--- config.mk ---
export PLATFORM = sky130hd
export DESIGN_NAME = bridge_discard_timer_ctrl
export DESIGN_NICKNAME = d
export VERILOG_FILES = /design/src/shared/bridge_pkg.sv /design/src/shared/discard_if.sv /design/src/verilog/discard_slot_timer.sv /design/src/verilog/intx_sync.sv /design/src/verilog/bridge_discard_timer_ctrl.sv
export VERILOG_INCLUDE_DIRS = /design/src /design/src/shared
export SDC_FILE = /design/constraint.sdc
export NUM_CORES = 1
export LEC_CHECK = 0
export BUFFER_PORTS_ARGS = -buffer_cell sky130_fd_sc_hd__clkbuf_2
export CORE_UTILIZATION = 48
export CTS_BUF_LIST = sky130_fd_sc_hd__clkbuf_4 sky130_fd_sc_hd__clkbuf_8 sky130_fd_sc_hd__clkbuf_16
export CTS_CLUSTER_SIZE = 16
export DETAILED_ROUTE_END_ITERATION = 10
export PLACE_DENSITY = 0.71
export SYNTH_ARGS = -nofsm -noshare
export SYNTH_HDL_FRONTEND = slang
export SYNTH_SLANG_ARGS = --single-unit
--- constraint.sdc ---
create_clock -name clk -period 7.6 [get_ports clk]
set_input_delay 0.38 -clock clk [delete_from_list [all_inputs] [get_ports clk]]
set_output_delay 0.38 -clock clk [all_outputs]
set_load 0.05 [all_outputs]
--- src/shared/bridge_cfg.svh ---
`ifndef BRIDGE_CFG_SVH
`define BRIDGE_CFG_SVH

// Configuration byte offsets
`define CFG_INTPIN_OFS 8'h3d
`define CFG_BRCTL_OFS 8'h3e

// Fixed contents and reset values
`define INTPIN_VALUE 8'h00
`define INTLINE_VALUE 8'h00
`define BRCTL_RESET 16'h0000
`define BRCTL_RSVD_VALUE 4'h0

// Bridge control field positions
`define BRCTL_ERRMSG_BIT 11
`define BRCTL_DTSTAT_BIT 10
`define BRCTL_PERIOD_BIT 9

// Discard timer periods in PCI clocks
`define DT_SHORT_CLKS 16'h0400
`define DT_LONG_CLKS 16'h8000

// Structure sizes
`define DT_SLOTS 4
`define INTX_LINES 4
`define MSG_PEND_MAX 4'hf

`endif

--- src/shared/bridge_pkg.sv ---
`include "bridge_cfg.svh"

package bridge_pkg;

	// Control state of the main block
	typedef struct packed {
		logic errmsg_en;
		logic period_sel;
		logic discard_flag;
		logic [3:0] msg_pending;
		logic msg_fatal;
		logic [31:0] rdata;
		logic rvalid;
	} ctrl_state_t;

	// State of one discard timer slot
	typedef struct packed {
		logic running;
		logic [15:0] count;
		logic expired;
	} slot_state_t;

	// Interrupt line synchroniser
	typedef struct packed {
		logic [`INTX_LINES-1:0] stage1;
		logic [`INTX_LINES-1:0] stage2;
	} sync_state_t;

endpackage : bridge_pkg

--- src/shared/discard_if.sv ---
`timescale 1ns/1ps
`include "bridge_cfg.svh"

// Links the control block to its discard timer slots
interface discard_if;
	logic ce;
	logic [15:0] limit;
	logic start [`DT_SLOTS];
	logic stop [`DT_SLOTS];
	logic expired [`DT_SLOTS];

	modport ctrl (output ce, output limit, output start, output stop, input expired);
	modport slot (input ce, input limit, input start, input stop, output expired);
endinterface : discard_if

--- src/verilog/discard_slot_timer.sv ---
`timescale 1ns/1ps
`include "bridge_cfg.svh"

module discard_slot_timer #(
	parameter int IDX = 0
) (
	input wire logic clk, // PCI clock
	input wire logic reset, // Async reset, active high
	discard_if.slot dif // Control link
);

	bridge_pkg::slot_state_t q;
	bridge_pkg::slot_state_t d;

	// Count toward the selected period
	always_comb
	begin
		d = q;
		d.expired = 1'b0;
		if (dif.stop[IDX])
		begin
			d.running = 1'b0;
			d.count = 16'h0000;
		end
		else if (dif.start[IDX])
		begin
			d.running = 1'b1;
			d.count = 16'h0000;
		end
		else if (q.running)
		begin
			if (q.count == dif.limit - 16'h0001)
			begin
				d.running = 1'b0;
				d.count = 16'h0000;
				d.expired = 1'b1;
			end
			else
				d.count = q.count + 16'h0001;
		end
	end

	// State register, frozen while enable is low
	always_ff @(posedge clk or posedge reset)
	begin
		if (reset)
			q <= '0;
		else if (dif.ce)
			q <= d;
	end

	assign dif.expired[IDX] = q.expired;

endmodule : discard_slot_timer

--- src/verilog/intx_sync.sv ---
`timescale 1ns/1ps
`include "bridge_cfg.svh"

module intx_sync (
	input wire logic clk, // PCI clock
	input wire logic reset, // Async reset, active high
	input wire logic ce, // Clock enable
	input wire logic [`INTX_LINES-1:0] pins_n, // Secondary interrupt pins, active low
	output logic [`INTX_LINES-1:0] level // Synchronised request, active high
);

	bridge_pkg::sync_state_t q;
	bridge_pkg::sync_state_t d;

	// Two stages; the second also inverts to active high
	always_comb
	begin
		d = q;
		d.stage1 = pins_n;
		d.stage2 = ~q.stage1;
	end

	// Reset shows no pending interrupt
	always_ff @(posedge clk or posedge reset)
	begin
		if (reset)
		begin
			q.stage1 <= '1;
			q.stage2 <= '0;
		end
		else if (ce)
			q <= d;
	end

	assign level = q.stage2;

endmodule : intx_sync

--- src/verilog/bridge_discard_timer_ctrl.sv ---
// Overview of operation
// - Interrupt pin byte always reads zero; the bridge raises no interrupts itself.
// - Secondary interrupt lines are forwarded to the primary side.
// - Bridge control bits 15 to 12 are reserved and read zero.
// - With message enable set, each discard queues an error message upstream, up to 15 pending.
// - Enable works only in conventional mode; severity nonfatal unless error reporting selects.
// - With enable clear, discard still signals when error reporting unmasks it.
// - Discard flag sets on every discard; software clears it by writing one.
// - Period select: zero gives 2^15 clocks, one gives 2^10; reset zero.
// - Timer starts when the delayed completion reaches the queue head.
// - On expiry before the retry, the transaction is dropped and flagged.
`timescale 1ns/1ps
`include "bridge_cfg.svh"

module bridge_discard_timer_ctrl #(
	parameter logic [15:0] LONG_PERIOD_CLKS = `DT_LONG_CLKS
) (
	input wire logic clk, // PCI clock
	input wire logic reset, // Async reset, active high
	input wire logic ce, // Clock enable, freezes state when low
	input wire logic [7:0] cfg_addr, // Config byte address, dword aligned
	input wire logic [3:0] cfg_be, // Config byte enables
	input wire logic cfg_wr, // Config write strobe
	input wire logic cfg_rd, // Config read strobe
	input wire logic [31:0] cfg_wdata, // Config write data
	output logic [31:0] cfg_rdata, // Config read data
	output logic cfg_rvalid, // Read data valid pulse
	input wire logic [`DT_SLOTS-1:0] dc_head, // Completion reached queue head
	input wire logic [`DT_SLOTS-1:0] dc_done, // Retry received its completion
	output logic [`DT_SLOTS-1:0] dc_discard, // Drop the delayed transaction
	input wire logic conv_mode, // Conventional PCI mode
	input wire logic aer_present, // Advanced error reporting supported
	input wire logic aer_dt_mask, // Discard timer mask in error mask
	input wire logic aer_sev_fatal, // Severity chosen fatal
	output logic err_msg_req, // Error message pending
	output logic err_msg_fatal, // Pending message is fatal
	input wire logic err_msg_ack, // Upstream took the message
	input wire logic [`INTX_LINES-1:0] sec_int_n, // Secondary interrupt pins
	output logic [`INTX_LINES-1:0] up_int_assert // Interrupts forwarded upstream
);

	localparam logic [7:0] BRCTL_OFS = `CFG_BRCTL_OFS;
	localparam logic [7:0] INTPIN_OFS = `CFG_INTPIN_OFS;
	localparam logic [1:0] BRCTL_LANE = BRCTL_OFS[1:0];
	localparam logic [1:0] BRCTL_HI_LANE = BRCTL_OFS[1:0] + 2'h1;
	localparam logic [1:0] INTPIN_LANE = INTPIN_OFS[1:0];

	bridge_pkg::ctrl_state_t q;
	bridge_pkg::ctrl_state_t d;

	discard_if dif ();

	logic addr_hit;
	logic [15:0] brctl_view;
	logic [15:0] brctl_wr;
	logic [31:0] rd_word;
	logic [2:0] n_expired;
	logic any_expired;
	logic msg_allowed;
	logic [4:0] pend_sum;
	logic [4:0] pend_next;

	// All registers of this block live in one dword
	assign addr_hit = (cfg_addr[7:2] == BRCTL_OFS[7:2]);

	// Bridge control as software sees it
	always_comb
	begin
		brctl_view = `BRCTL_RESET;
		brctl_view[15:12] = `BRCTL_RSVD_VALUE;
		brctl_view[`BRCTL_ERRMSG_BIT] = q.errmsg_en;
		brctl_view[`BRCTL_DTSTAT_BIT] = q.discard_flag;
		brctl_view[`BRCTL_PERIOD_BIT] = q.period_sel;
	end

	// Assemble the whole dword
	always_comb
	begin
		rd_word = 32'h0000_0000;
		rd_word[7:0] = `INTLINE_VALUE;
		rd_word[INTPIN_LANE*8 +: 8] = `INTPIN_VALUE;
		rd_word[BRCTL_LANE*8 +: 16] = brctl_view;
	end

	// Write data aligned to the bridge control field
	assign brctl_wr = cfg_wdata[BRCTL_LANE*8 +: 16];

	// Count expiries of this cycle
	always_comb
	begin
		n_expired = 3'h0;
		for (int i = 0; i < `DT_SLOTS; i++)
		begin
			if (dif.expired[i])
				n_expired = n_expired + 3'h1;
		end
	end

	assign any_expired = (n_expired != 3'h0);

	// Which paths may raise an error message
	always_comb
	begin
		msg_allowed = conv_mode && q.errmsg_en;
		if (aer_present && !aer_dt_mask)
			msg_allowed = 1'b1;
	end

	// Pending message count after adds and the take
	always_comb
	begin
		pend_sum = {1'b0, q.msg_pending};
		if (msg_allowed)
			pend_sum = pend_sum + {2'b00, n_expired};
		if (err_msg_ack && (q.msg_pending != 4'h0))
			pend_sum = pend_sum - 5'h01;
		if (pend_sum > {1'b0, `MSG_PEND_MAX})
			pend_next = {1'b0, `MSG_PEND_MAX};
		else
			pend_next = pend_sum;
	end

	// Next state of the control block
	always_comb
	begin
		d = q;
		d.rvalid = 1'b0;
		// Read answer, zero outside this dword
		if (cfg_rd)
		begin
			d.rvalid = 1'b1;
			d.rdata = addr_hit ? rd_word : 32'h0000_0000;
		end
		if (cfg_wr && addr_hit && cfg_be[BRCTL_HI_LANE])
		begin
			d.errmsg_en = brctl_wr[`BRCTL_ERRMSG_BIT];
			d.period_sel = brctl_wr[`BRCTL_PERIOD_BIT];
			if (brctl_wr[`BRCTL_DTSTAT_BIT])
				d.discard_flag = 1'b0;
		end
		if (any_expired)
			d.discard_flag = 1'b1;
		d.msg_pending = pend_next[3:0];
		if (q.msg_pending == 4'h0)
			d.msg_fatal = aer_present && aer_sev_fatal;
	end

	// State register, frozen while enable is low
	always_ff @(posedge clk or posedge reset)
	begin
		if (reset)
			q <= '0;
		else if (ce)
			q <= d;
	end

	assign dif.limit = q.period_sel ? `DT_SHORT_CLKS : LONG_PERIOD_CLKS;
	assign dif.ce = ce;

	// One timer per pending completion
	generate
		for (genvar g = 0; g < `DT_SLOTS; g++)
		begin : g_slot
			assign dif.start[g] = dc_head[g];
			assign dif.stop[g] = dc_done[g];
			assign dc_discard[g] = dif.expired[g];

			discard_slot_timer #(
				.IDX(g)
			) u_slot (
				.clk(clk),
				.reset(reset),
				.dif(dif.slot)
			);
		end
	endgenerate

	intx_sync u_intx (
		.clk(clk),
		.reset(reset),
		.ce(ce),
		.pins_n(sec_int_n),
		.level(up_int_assert)
	);

	// Register outputs
	assign cfg_rdata = q.rdata;
	assign cfg_rvalid = q.rvalid;
	assign err_msg_req = (q.msg_pending != 4'h0);
	assign err_msg_fatal = q.msg_fatal;

endmodule : bridge_discard_timer_ctrl

==> results of run 1 <==
==> metal layers <==
layer	track usage (%)	routed length, um
met4	9.20	200
met5	0	0
met1	24.6	4730
met3	3.45	487
met2	31.6	4820
==> sequential cells by signal, summed over array words and instances (netlist names) <==
register,count
brctl_view,3
cfg_rdata,3
cfg_rvalid,1
err_msg_fatal,1
g_slot.u_slot.dif.expired,4
g_slot.u_slot.q,68
q,4
u_intx.level,4
u_intx.q,4
==> cells in the mapped netlist, types with 2 or more instances <==
master and number:
sky130_fd_sc_hd__or3_1 4, sky130_fd_sc_hd__a21oi_1 19, sky130_fd_sc_hd__o31ai_1 4, sky130_fd_sc_hd__nor4_1 5, sky130_fd_sc_hd__dfstp_2 4, sky130_fd_sc_hd__nor4_2 2
sky130_fd_sc_hd__nand4_1 18, sky130_fd_sc_hd__o21ai_0 30, sky130_fd_sc_hd__inv_1 21, sky130_fd_sc_hd__o41ai_2 2, sky130_fd_sc_hd__nor2_1 69, sky130_fd_sc_hd__o21ai_1 2
sky130_fd_sc_hd__xnor2_1 20, sky130_fd_sc_hd__ha_1 12, sky130_fd_sc_hd__nand2b_1 5, sky130_fd_sc_hd__buf_2 2, sky130_fd_sc_hd__o211ai_1 3, sky130_fd_sc_hd__and4_1 3
sky130_fd_sc_hd__buf_4 41, sky130_fd_sc_hd__a32o_1 2, sky130_fd_sc_hd__nor4b_1 3, sky130_fd_sc_hd__nor2_2 10, sky130_fd_sc_hd__nand3b_1 5, sky130_fd_sc_hd__nor3_1 11
sky130_fd_sc_hd__and2_1 2, sky130_fd_sc_hd__a21o_1 3, sky130_fd_sc_hd__xor2_1 28, sky130_fd_sc_hd__nand3_1 26, sky130_fd_sc_hd__o32ai_1 2, sky130_fd_sc_hd__a31oi_1 3
sky130_fd_sc_hd__dfrtp_1 88, sky130_fd_sc_hd__clkbuf_1 6, sky130_fd_sc_hd__nor2b_1 4, sky130_fd_sc_hd__a211oi_1 4, sky130_fd_sc_hd__a32oi_1 3, sky130_fd_sc_hd__and3_1 12
sky130_fd_sc_hd__mux2i_1 2, sky130_fd_sc_hd__a22o_1 7, sky130_fd_sc_hd__nand2_1 58, sky130_fd_sc_hd__mux2_2 9, sky130_fd_sc_hd__o22ai_1 4, sky130_fd_sc_hd__o2bb2ai_1 2
==> through the flow <==
stage / setup slack (ns) / utilization [%]
finish: 4.14 / 52.6
floorplan: 4.46 / -
global route: 3.83 / 52.6
global placement: 4.26 / 50.9
detailed placement: 4.16 / 50.9
CTS: 4.13 / 52.6
==> cells by family (layout without fill, tap and decap cells) <==
family,count (synthesis),in the layout
AND/OR/NAND/NOR,244,244
AO/OA/AOI/OAI,99,99
flip-flops,92,92
buffers and inverters,73,87
XOR/XNOR,48,48
adder cells (fa/ha/maj),13,13
multiplexers,11,11
other,1,29
==> placed cells by master, fill, tap and decap left out, drive strengths merged, types with 7 or more instances in the layout <==
cell type   n
a21oi      20
a22o        7
and3       12
clkbuf     57
conb       29
dfrtp      88
ha         12
inv        20
mux2        9
nand2      58
nand3      26
nand4      19
nor2       79
nor3       11
nor4        7
o21ai      32
xnor2      20
xor2       28
==> repair_timing <==
action | in CTS | in global routing
setup buffers | 0 | 0
hold buffers | 1 | 0
hold endpoints to repair | 8 | 0
==> cell type report <==
type                    instances  area, um2  area share [%]
clock inverters                 4       25.0           0.439
inverters                      22       83.8            1.47
flip-flops and latches         92       2310            40.4
repair buffers                 49        258            4.52
multi-input cells             444       2700            47.4
well taps                     140        175            3.07
clock buffers                  12        153            2.68
==> where the power goes <==
group          switching (mW)  internal [mW]  total [mW]
clock                   0.167          0.134       0.301
sequential             0.0327          0.514       0.546
combinational           0.130         0.0573       0.188
total                   0.330          0.705        1.03
==> critical path, stage by stage (launching register included) <==
cell and delay [ns]:
sky130_fd_sc_hd__dfrtp_1 0.41, sky130_fd_sc_hd__inv_1 0.08, sky130_fd_sc_hd__ha_1 0.33, sky130_fd_sc_hd__xor2_1 0.25, sky130_fd_sc_hd__ha_1 0.28, sky130_fd_sc_hd__mux2_2 0.30
sky130_fd_sc_hd__inv_1 0.08, sky130_fd_sc_hd__fa_1 0.44, sky130_fd_sc_hd__a21oi_1 0.13, sky130_fd_sc_hd__a21oi_1 0.07, sky130_fd_sc_hd__ha_1 0.21, sky130_fd_sc_hd__nand2_1 0.08
sky130_fd_sc_hd__nor2_1 0.08, sky130_fd_sc_hd__a211oi_1 0.34, sky130_fd_sc_hd__nor2_1 0.10, sky130_fd_sc_hd__a32oi_1 0.19
==> path summary, 6_finish.rpt <==
check | from | endpoint | slack [ns] | cells past startpoint
setup reg to reg | g_slot[0].u_slot.dif.expired[3]$_DFFE_PP0P_ | q[35]$_DFFE_PP0P_ | 4.14 | 15
setup / recovery | g_slot[0].u_slot.dif.expired[3]$_DFFE_PP0P_ | q[35]$_DFFE_PP0P_ | 4.14 | 15
max in group asynchronous | reset | g_slot[3].u_slot.q[14]$_DFFE_PP0P_ | 5.87 | 4
min in group asynchronous | reset | g_slot[3].u_slot.q[9]$_DFFE_PP0P_ | 0.43 | 3
hold / removal | dc_done[3] | g_slot[3].u_slot.q[17]$_DFFE_PP0P_ | 0.23 | 2
hold reg to reg | g_slot[0].u_slot.q[16]$_DFFE_PP0P_ | g_slot[0].u_slot.q[16]$_DFFE_PP0P_ | 0.48 | 1
==> metrics list, run 1 <==
* Required time of the critical path: 7.88 ns
- Status: finished clean
- Number of warnings printed during yosys synthesis: 0
- Netlist area before placement: 5350 um2
* Biggest area contributors in the synthesized netlist: sky130_fd_sc_hd__dfrtp_1 (41%), sky130_fd_sc_hd__buf_4 (5.8%), sky130_fd_sc_hd__nor2_1 (4.8%), sky130_fd_sc_hd__xor2_1 (4.6%), sky130_fd_sc_hd__nand2_1 (4.1%)
* Setup Total Neg Slack: 0 ns
- Counting flops with a built-in enable in the synthesized netlist gives 0.
- Fraction of post-synthesis cell area in the top cell type by area: 41.2%
- Peak supply drop: 96.1 uV
- Setup violations remaining at the end of the flow were counted as 0.
* Clock-pin slew reported for the worst setup and hold paths after clock tree synthesis: 0.09 ns
* Overall via count from detail_route: 4101
- Once placement finished, the instance area stood at 5520 um2.
- The number of antenna violations at the first check in global routing is 0.
- Gate count after technology mapping: 581
* Number of sinks driven by the clock tree: 92
* Initial core utilization: 49.3%
* Syn-to-layout area delta: 6.69%
* First-pass GRT wire length: 17600 um
- Worst Setup Start Kind: flop
- Wirelength, routed: 10200 um
- The layout has 1014 filler cells.
- Between clock sinks in the finished design, the worst skew comes to 0.0110 ns.
* Unrepaired setup endpoints after global routing: false
- Share of synthesized cell area in full adder, half adder and majority cells: 3.18%
* Area of the die: 11600 um2
- Row generation in the floorplan step produced 38 rows.
- Overall routing resource usage: 19.3%
- After Yosys synthesis, XOR and XNOR cells account for 7.86% of the synthesized area.
- The synthesized netlist contains 63 unique library cells.
- Sequential cell area fraction in the yosys report: 43.2%
- DR pass1 iterations: 4
* Main combinational cell family by area after synthesis: simple AND/OR/NAND/NOR gates
- Post-route insts no fill: 763
- Count of endpoints failing hold in the final timing report: 0
* Layout cells sized above 1: 15.4%
- The root buffer cell chosen for the clock tree is sky130_fd_sc_hd__clkbuf_8.
- Number of gates resized after cts: 0
* Overflow left after global routing: 0
- The worst path uses 45.6% of the clock period.
- Max-Slew Margin vs Limit: 28.0%
* Max Clock Freq: 289 MHz
* Clk Latency, worst-skew pair: 0.37 ns
- In the synthesized netlist the async set-or-reset flop fraction comes to 100%.
- In this run the remaining antenna-violating nets after routing total 0.
- GP Congestion: 0.838
- Counting the buffers created by CTS gives 9.
- For this run, design rule violations remaining after detail routing come to 0.
- Design Area, Final: 5700 um2
- Hold slack final: 0.234 ns
- Worst Setup End Kind: flop
* DP HPWL: 7310 um
- The die is 108 um tall.
- Mux contribution to synthesized area: 2.27%
- The synthesized netlist devotes 12.6% of its cell area to compound gates.
- Among all flip-flop cells after synthesis, the most frequent one is sky130_fd_sc_hd__dfrtp_1.
- DR iter-0 viols: 209
- After detailed routing, the average wire length per cell comes to 13.4 um.
- Maximum number of pins on one net before global-route repair: 85
* Area share of and/or/nand/nor cells after synthesis: 22.6%
- Data on the critical path arrives at its endpoint at 3.74 ns.
* Post-layout min period: 3.46 ns
- Power spread over the standard cell area amounts to 181 nW/um2.
- Cell type contributing the most total cell area after synthesis: sky130_fd_sc_hd__dfrtp_1
- Including well taps, the total number of placed cells is 746.
- After floorplanning, the core was sized to cover 10800 um2.
* Standby leakage power: 2.55 nW
- Path category of the worst min-delay check: in -> reg
- Along the worst path, the maximum fanout reaches 4.
- Number of max-slew violations in the final report: 0
- Input and output buffers added on the ports amount to 45.
- Reported max-cap violation count: 0
- Horizontal extent of the die: 108 um
- For the pin with the worst max-slew slack, the measured transition is 1.08 ns.
- The average instance in the mapped netlist occupies 9.20 um2.
- CTS tree: done
- For this design the top-level I/O count stands at 109.
* Vias in the first global route: 3972
* Critical setup path kind: reg -> reg
- The repair_antennas step left the layout with diodes totalling 0.
* Final #Nets: 697
- Number of H-tree branching levels: 3
- Average vias per placed instance: 5.37
* Flops & latches, synth: 92
- The design draws 1.03 mW.
- Maximum count of clock buffers along a single path: 2
Power figures use the tool's default switching activity.
==> inputs of run 2 (changes only) <==
==> constraint.sdc (replaced) <==
create_clock -name clk -period 3.5 [get_ports clk]
set_input_delay 0.175 -clock clk [delete_from_list [all_inputs] [get_ports clk]]
set_output_delay 0.175 -clock clk [all_outputs]
set_load 0.05 [all_outputs]
==> metrics list, run 2 (same netlist as run 1, synthesis figures left out) <==
- The count of final setup violators is 0 (unchanged).
* Antenna diode count: 0 (unchanged)
* Core area: 10800 um2 (unchanged)
* Final period util: 93.3% (+48 points)
- Minimum setup slack after placement: 0.169 ns (-3.99 ns)
- The layout filler cell count is 1001 (-1.3%).
* DR iter-0 viols: 259 (+24%)
- The data arrival time at the worst-slack endpoint is 3.55 ns (-0.19 ns).
- Status: finished clean
- Wirelength, routed: 10600 um (+3.2%)
* Required time of the critical path: 3.78 ns (-4.10 ns)
- The CTS buffer count is 9 (unchanged).
- The static leakage was 2.56 nW (+0.50%).
* Max Clock Freq: 306 MHz (+6.1%)
* Overall via count from detail_route: 4178 (+1.9%)
* Slew at the pin with the worst max-slew slack: 1.07 ns (-0.00663 ns)
- The minimum clock period after layout came to 3.27 ns (-0.198 ns).
- Layout cells sized above 1: 16.5% (+1.1 points)
- The final weighted congestion of routability-driven global placement came to 0.862 (+2.9%).
* Max reg flops: 68 (unchanged)
- The clock slew seen by the registers of the worst setup and hold paths was 0.09 ns (about the same).
* Overall routing resource usage: 19.6% (+0.36 points)
- In this run the worst hold path is classified as in -> async.
- Horizontal extent of the die: 108 um (unchanged)
- Final clock skew: 0.0124 ns (+0.00147 ns)
* Average vias per placed instance: 5.46 (+1.6%)
- The overall overflow remaining after global route came to 0 (unchanged).
* # DRC: 0 (unchanged)
* Minimum setup slack in the final design: 0.234 ns (-3.90 ns)
* Syn-to-layout area delta: 7.68%
* Worst-case reg-to-reg path depth: 14 (-1)
- The highest ir drop seen on vdd was 287 uV (+200%).
* Reported max-cap violation count: 0 (unchanged)
* Worst Setup End Kind: flop
- Setup Total Neg Slack: 0 ns (unchanged)
- Maximum number of pins on one net before global-route repair: 64 (-25%)
- TritonCTS built the clock tree.
* Number of ports placed on the die boundary: 109 (unchanged)
- Final #Nets: 699 (+0.29%)
* Worst r2r src: g_slot[0].u_slot.dif.expired[3]$_DFFE_PP0P_
* Worst-path fanout max: 3 (-1)
- Wire length per cell after detailed routing: 13.8 um (+2.9%)
- Initial antenna violation count: 0 (unchanged)
- Die extent in y: 108 um (unchanged)
- Clock tree synthesis selected as its root buffer the cell sky130_fd_sc_hd__clkbuf_8.
- Max-Slew Margin vs Limit: 28.4% (+0.36 points)
- Power per standard cell area: 397 nW/um2 (+120%)
- R2R Setup Slk: 0.23 ns (-3.90 ns)
- Tracing the worst setup path back leads to its startpoint at g_slot[0].u_slot.dif.expired[3]$_DFFE_PP0P_.
- Floorplan row count: 38 (unchanged)
- The clock latency on the worst-skew pair was 0.36 ns (about the same).
- Area of the die: 11600 um2 (unchanged)
- The number of iterations in the first detailed-routing pass was 5 (+1).
- Overall power after layout: 2.28 mW (+120%)
* Register containing the most flip-flops in the final layout: g_slot.u_slot.q
* Number of sinks driven by the clock tree: 92 (unchanged)
- The total of buffers placed on input and output ports is 45 (unchanged).
- Critical setup path kind: reg -> reg
* R2r endpoint: q[35]$_DFFE_PP0P_
- Vias in the first global route: 4073 (+2.5%)
* Hold bufs inserted after CTS: 0 (-1)
* Final antenna-violating net count: 0 (unchanged)
- The total non-filler cell area in the finished layout is 5760 um2 (+0.92%).
- First-pass GRT wire length: 18000 um (+2.4%)
* Leading cell type in the layout, fill and taps excluded: sky130_fd_sc_hd__dfrtp_1
- Area of placed instances: 5520 um2 (+0.14%)
- Count of endpoints failing hold in the final timing report: 0 (unchanged)
- The buffer levels on the longest clock path came to 2 (unchanged).
- DP HPWL: 7490 um (+2.5%)
* Worst Setup Start Kind: flop
- The CTS H-tree depth came to 3 (unchanged).
- Unrepaired setup endpoints after global routing: false
* Initial core utilization: 49.3% (unchanged)
- The final number of max-transition violations came to 0 (unchanged).
- Commonest cells after routing, fill and taps aside: sky130_fd_sc_hd__dfrtp_1 (88), sky130_fd_sc_hd__nor2_1 (69), sky130_fd_sc_hd__nand2_1 (58)
## run 2: metal layers
layer  vias up  global-route usage [%]  part of all wire, %
li1       2051                       -                    -
met1      2027                    24.4                   46
met2        87                    34.3                   49
met3        13                    2.97                  3.4
met4         0                    7.44                  1.3
met5         -                       0                    0
## run 2: through the flow
step                instances  util (%)  hold WS [ns]
global route              765      53.1        0.0313
detailed placement        747      51.0         0.413
CTS                       763      52.7        0.0277
finish                    765      53.1        0.0272
global placement          747      51.0         0.405
floorplan                 609         -         0.257
## run 2: power by group
part / total, mW / switching [mW] / internal, mW / leakage (nW)
logic: 0.416 / 0.289 / 0.126 / 1.24
clock network: 0.680 / 0.367 / 0.313 / 0.0887
registers: 1.19 / 0.0724 / 1.12 / 1.24
total: 2.28 / 0.728 / 1.55 / 2.56
## run 2: area by class of cell
class	instances	area, um2	share of cell area [%]
multi-input combinational	444	2730	47.4
sequential	92	2310	40.1
timing repair buffer	51	270	4.69
tap	140	175	3.04
clock buffer	13	166	2.89
inverter	22	83.8	1.46
clock inverter	3	22.5	0.391
## run 2: worst max-delay path: stages (launching register included)
cell and delay [ns]:
sky130_fd_sc_hd__dfrtp_1 0.41, sky130_fd_sc_hd__inv_1 0.12, sky130_fd_sc_hd__ha_4 0.23, sky130_fd_sc_hd__xor2_2 0.15, sky130_fd_sc_hd__ha_1 0.28, sky130_fd_sc_hd__mux2_2 0.17, sky130_fd_sc_hd__inv_1 0.06, sky130_fd_sc_hd__fa_1 0.53
sky130_fd_sc_hd__a21oi_1 0.05, sky130_fd_sc_hd__a21oi_2 0.13, sky130_fd_sc_hd__ha_1 0.17, sky130_fd_sc_hd__nand2_1 0.07, sky130_fd_sc_hd__or3_1 0.32, sky130_fd_sc_hd__or2_2 0.30, sky130_fd_sc_hd__a32oi_1 0.19
## run 2: worst max path at each step
| stage | endpoint | slack [ns] | depth (start not counted) |
|---|---|---|---|
| after floorplan | q[35]$_DFFE_PP0P_ | 0.36 | 14 |
| after global placement | q[35]$_DFFE_PP0P_ | 0.23 | 14 |
| after detailed placement | q[35]$_DFFE_PP0P_ | 0.17 | 14 |
| after CTS | q[35]$_DFFE_PP0P_ | 0.13 | 14 |
| after global routing | q[35]$_DFFE_PP0P_ | 0.02 | 15 |
| final | q[35]$_DFFE_PP0P_ | 0.23 | 14 |
## run 2: what timing repair did
item,CTS,global route
endpoints found under the setup margin,0,3
setup buffers,0,2
gates resized for setup,0,4
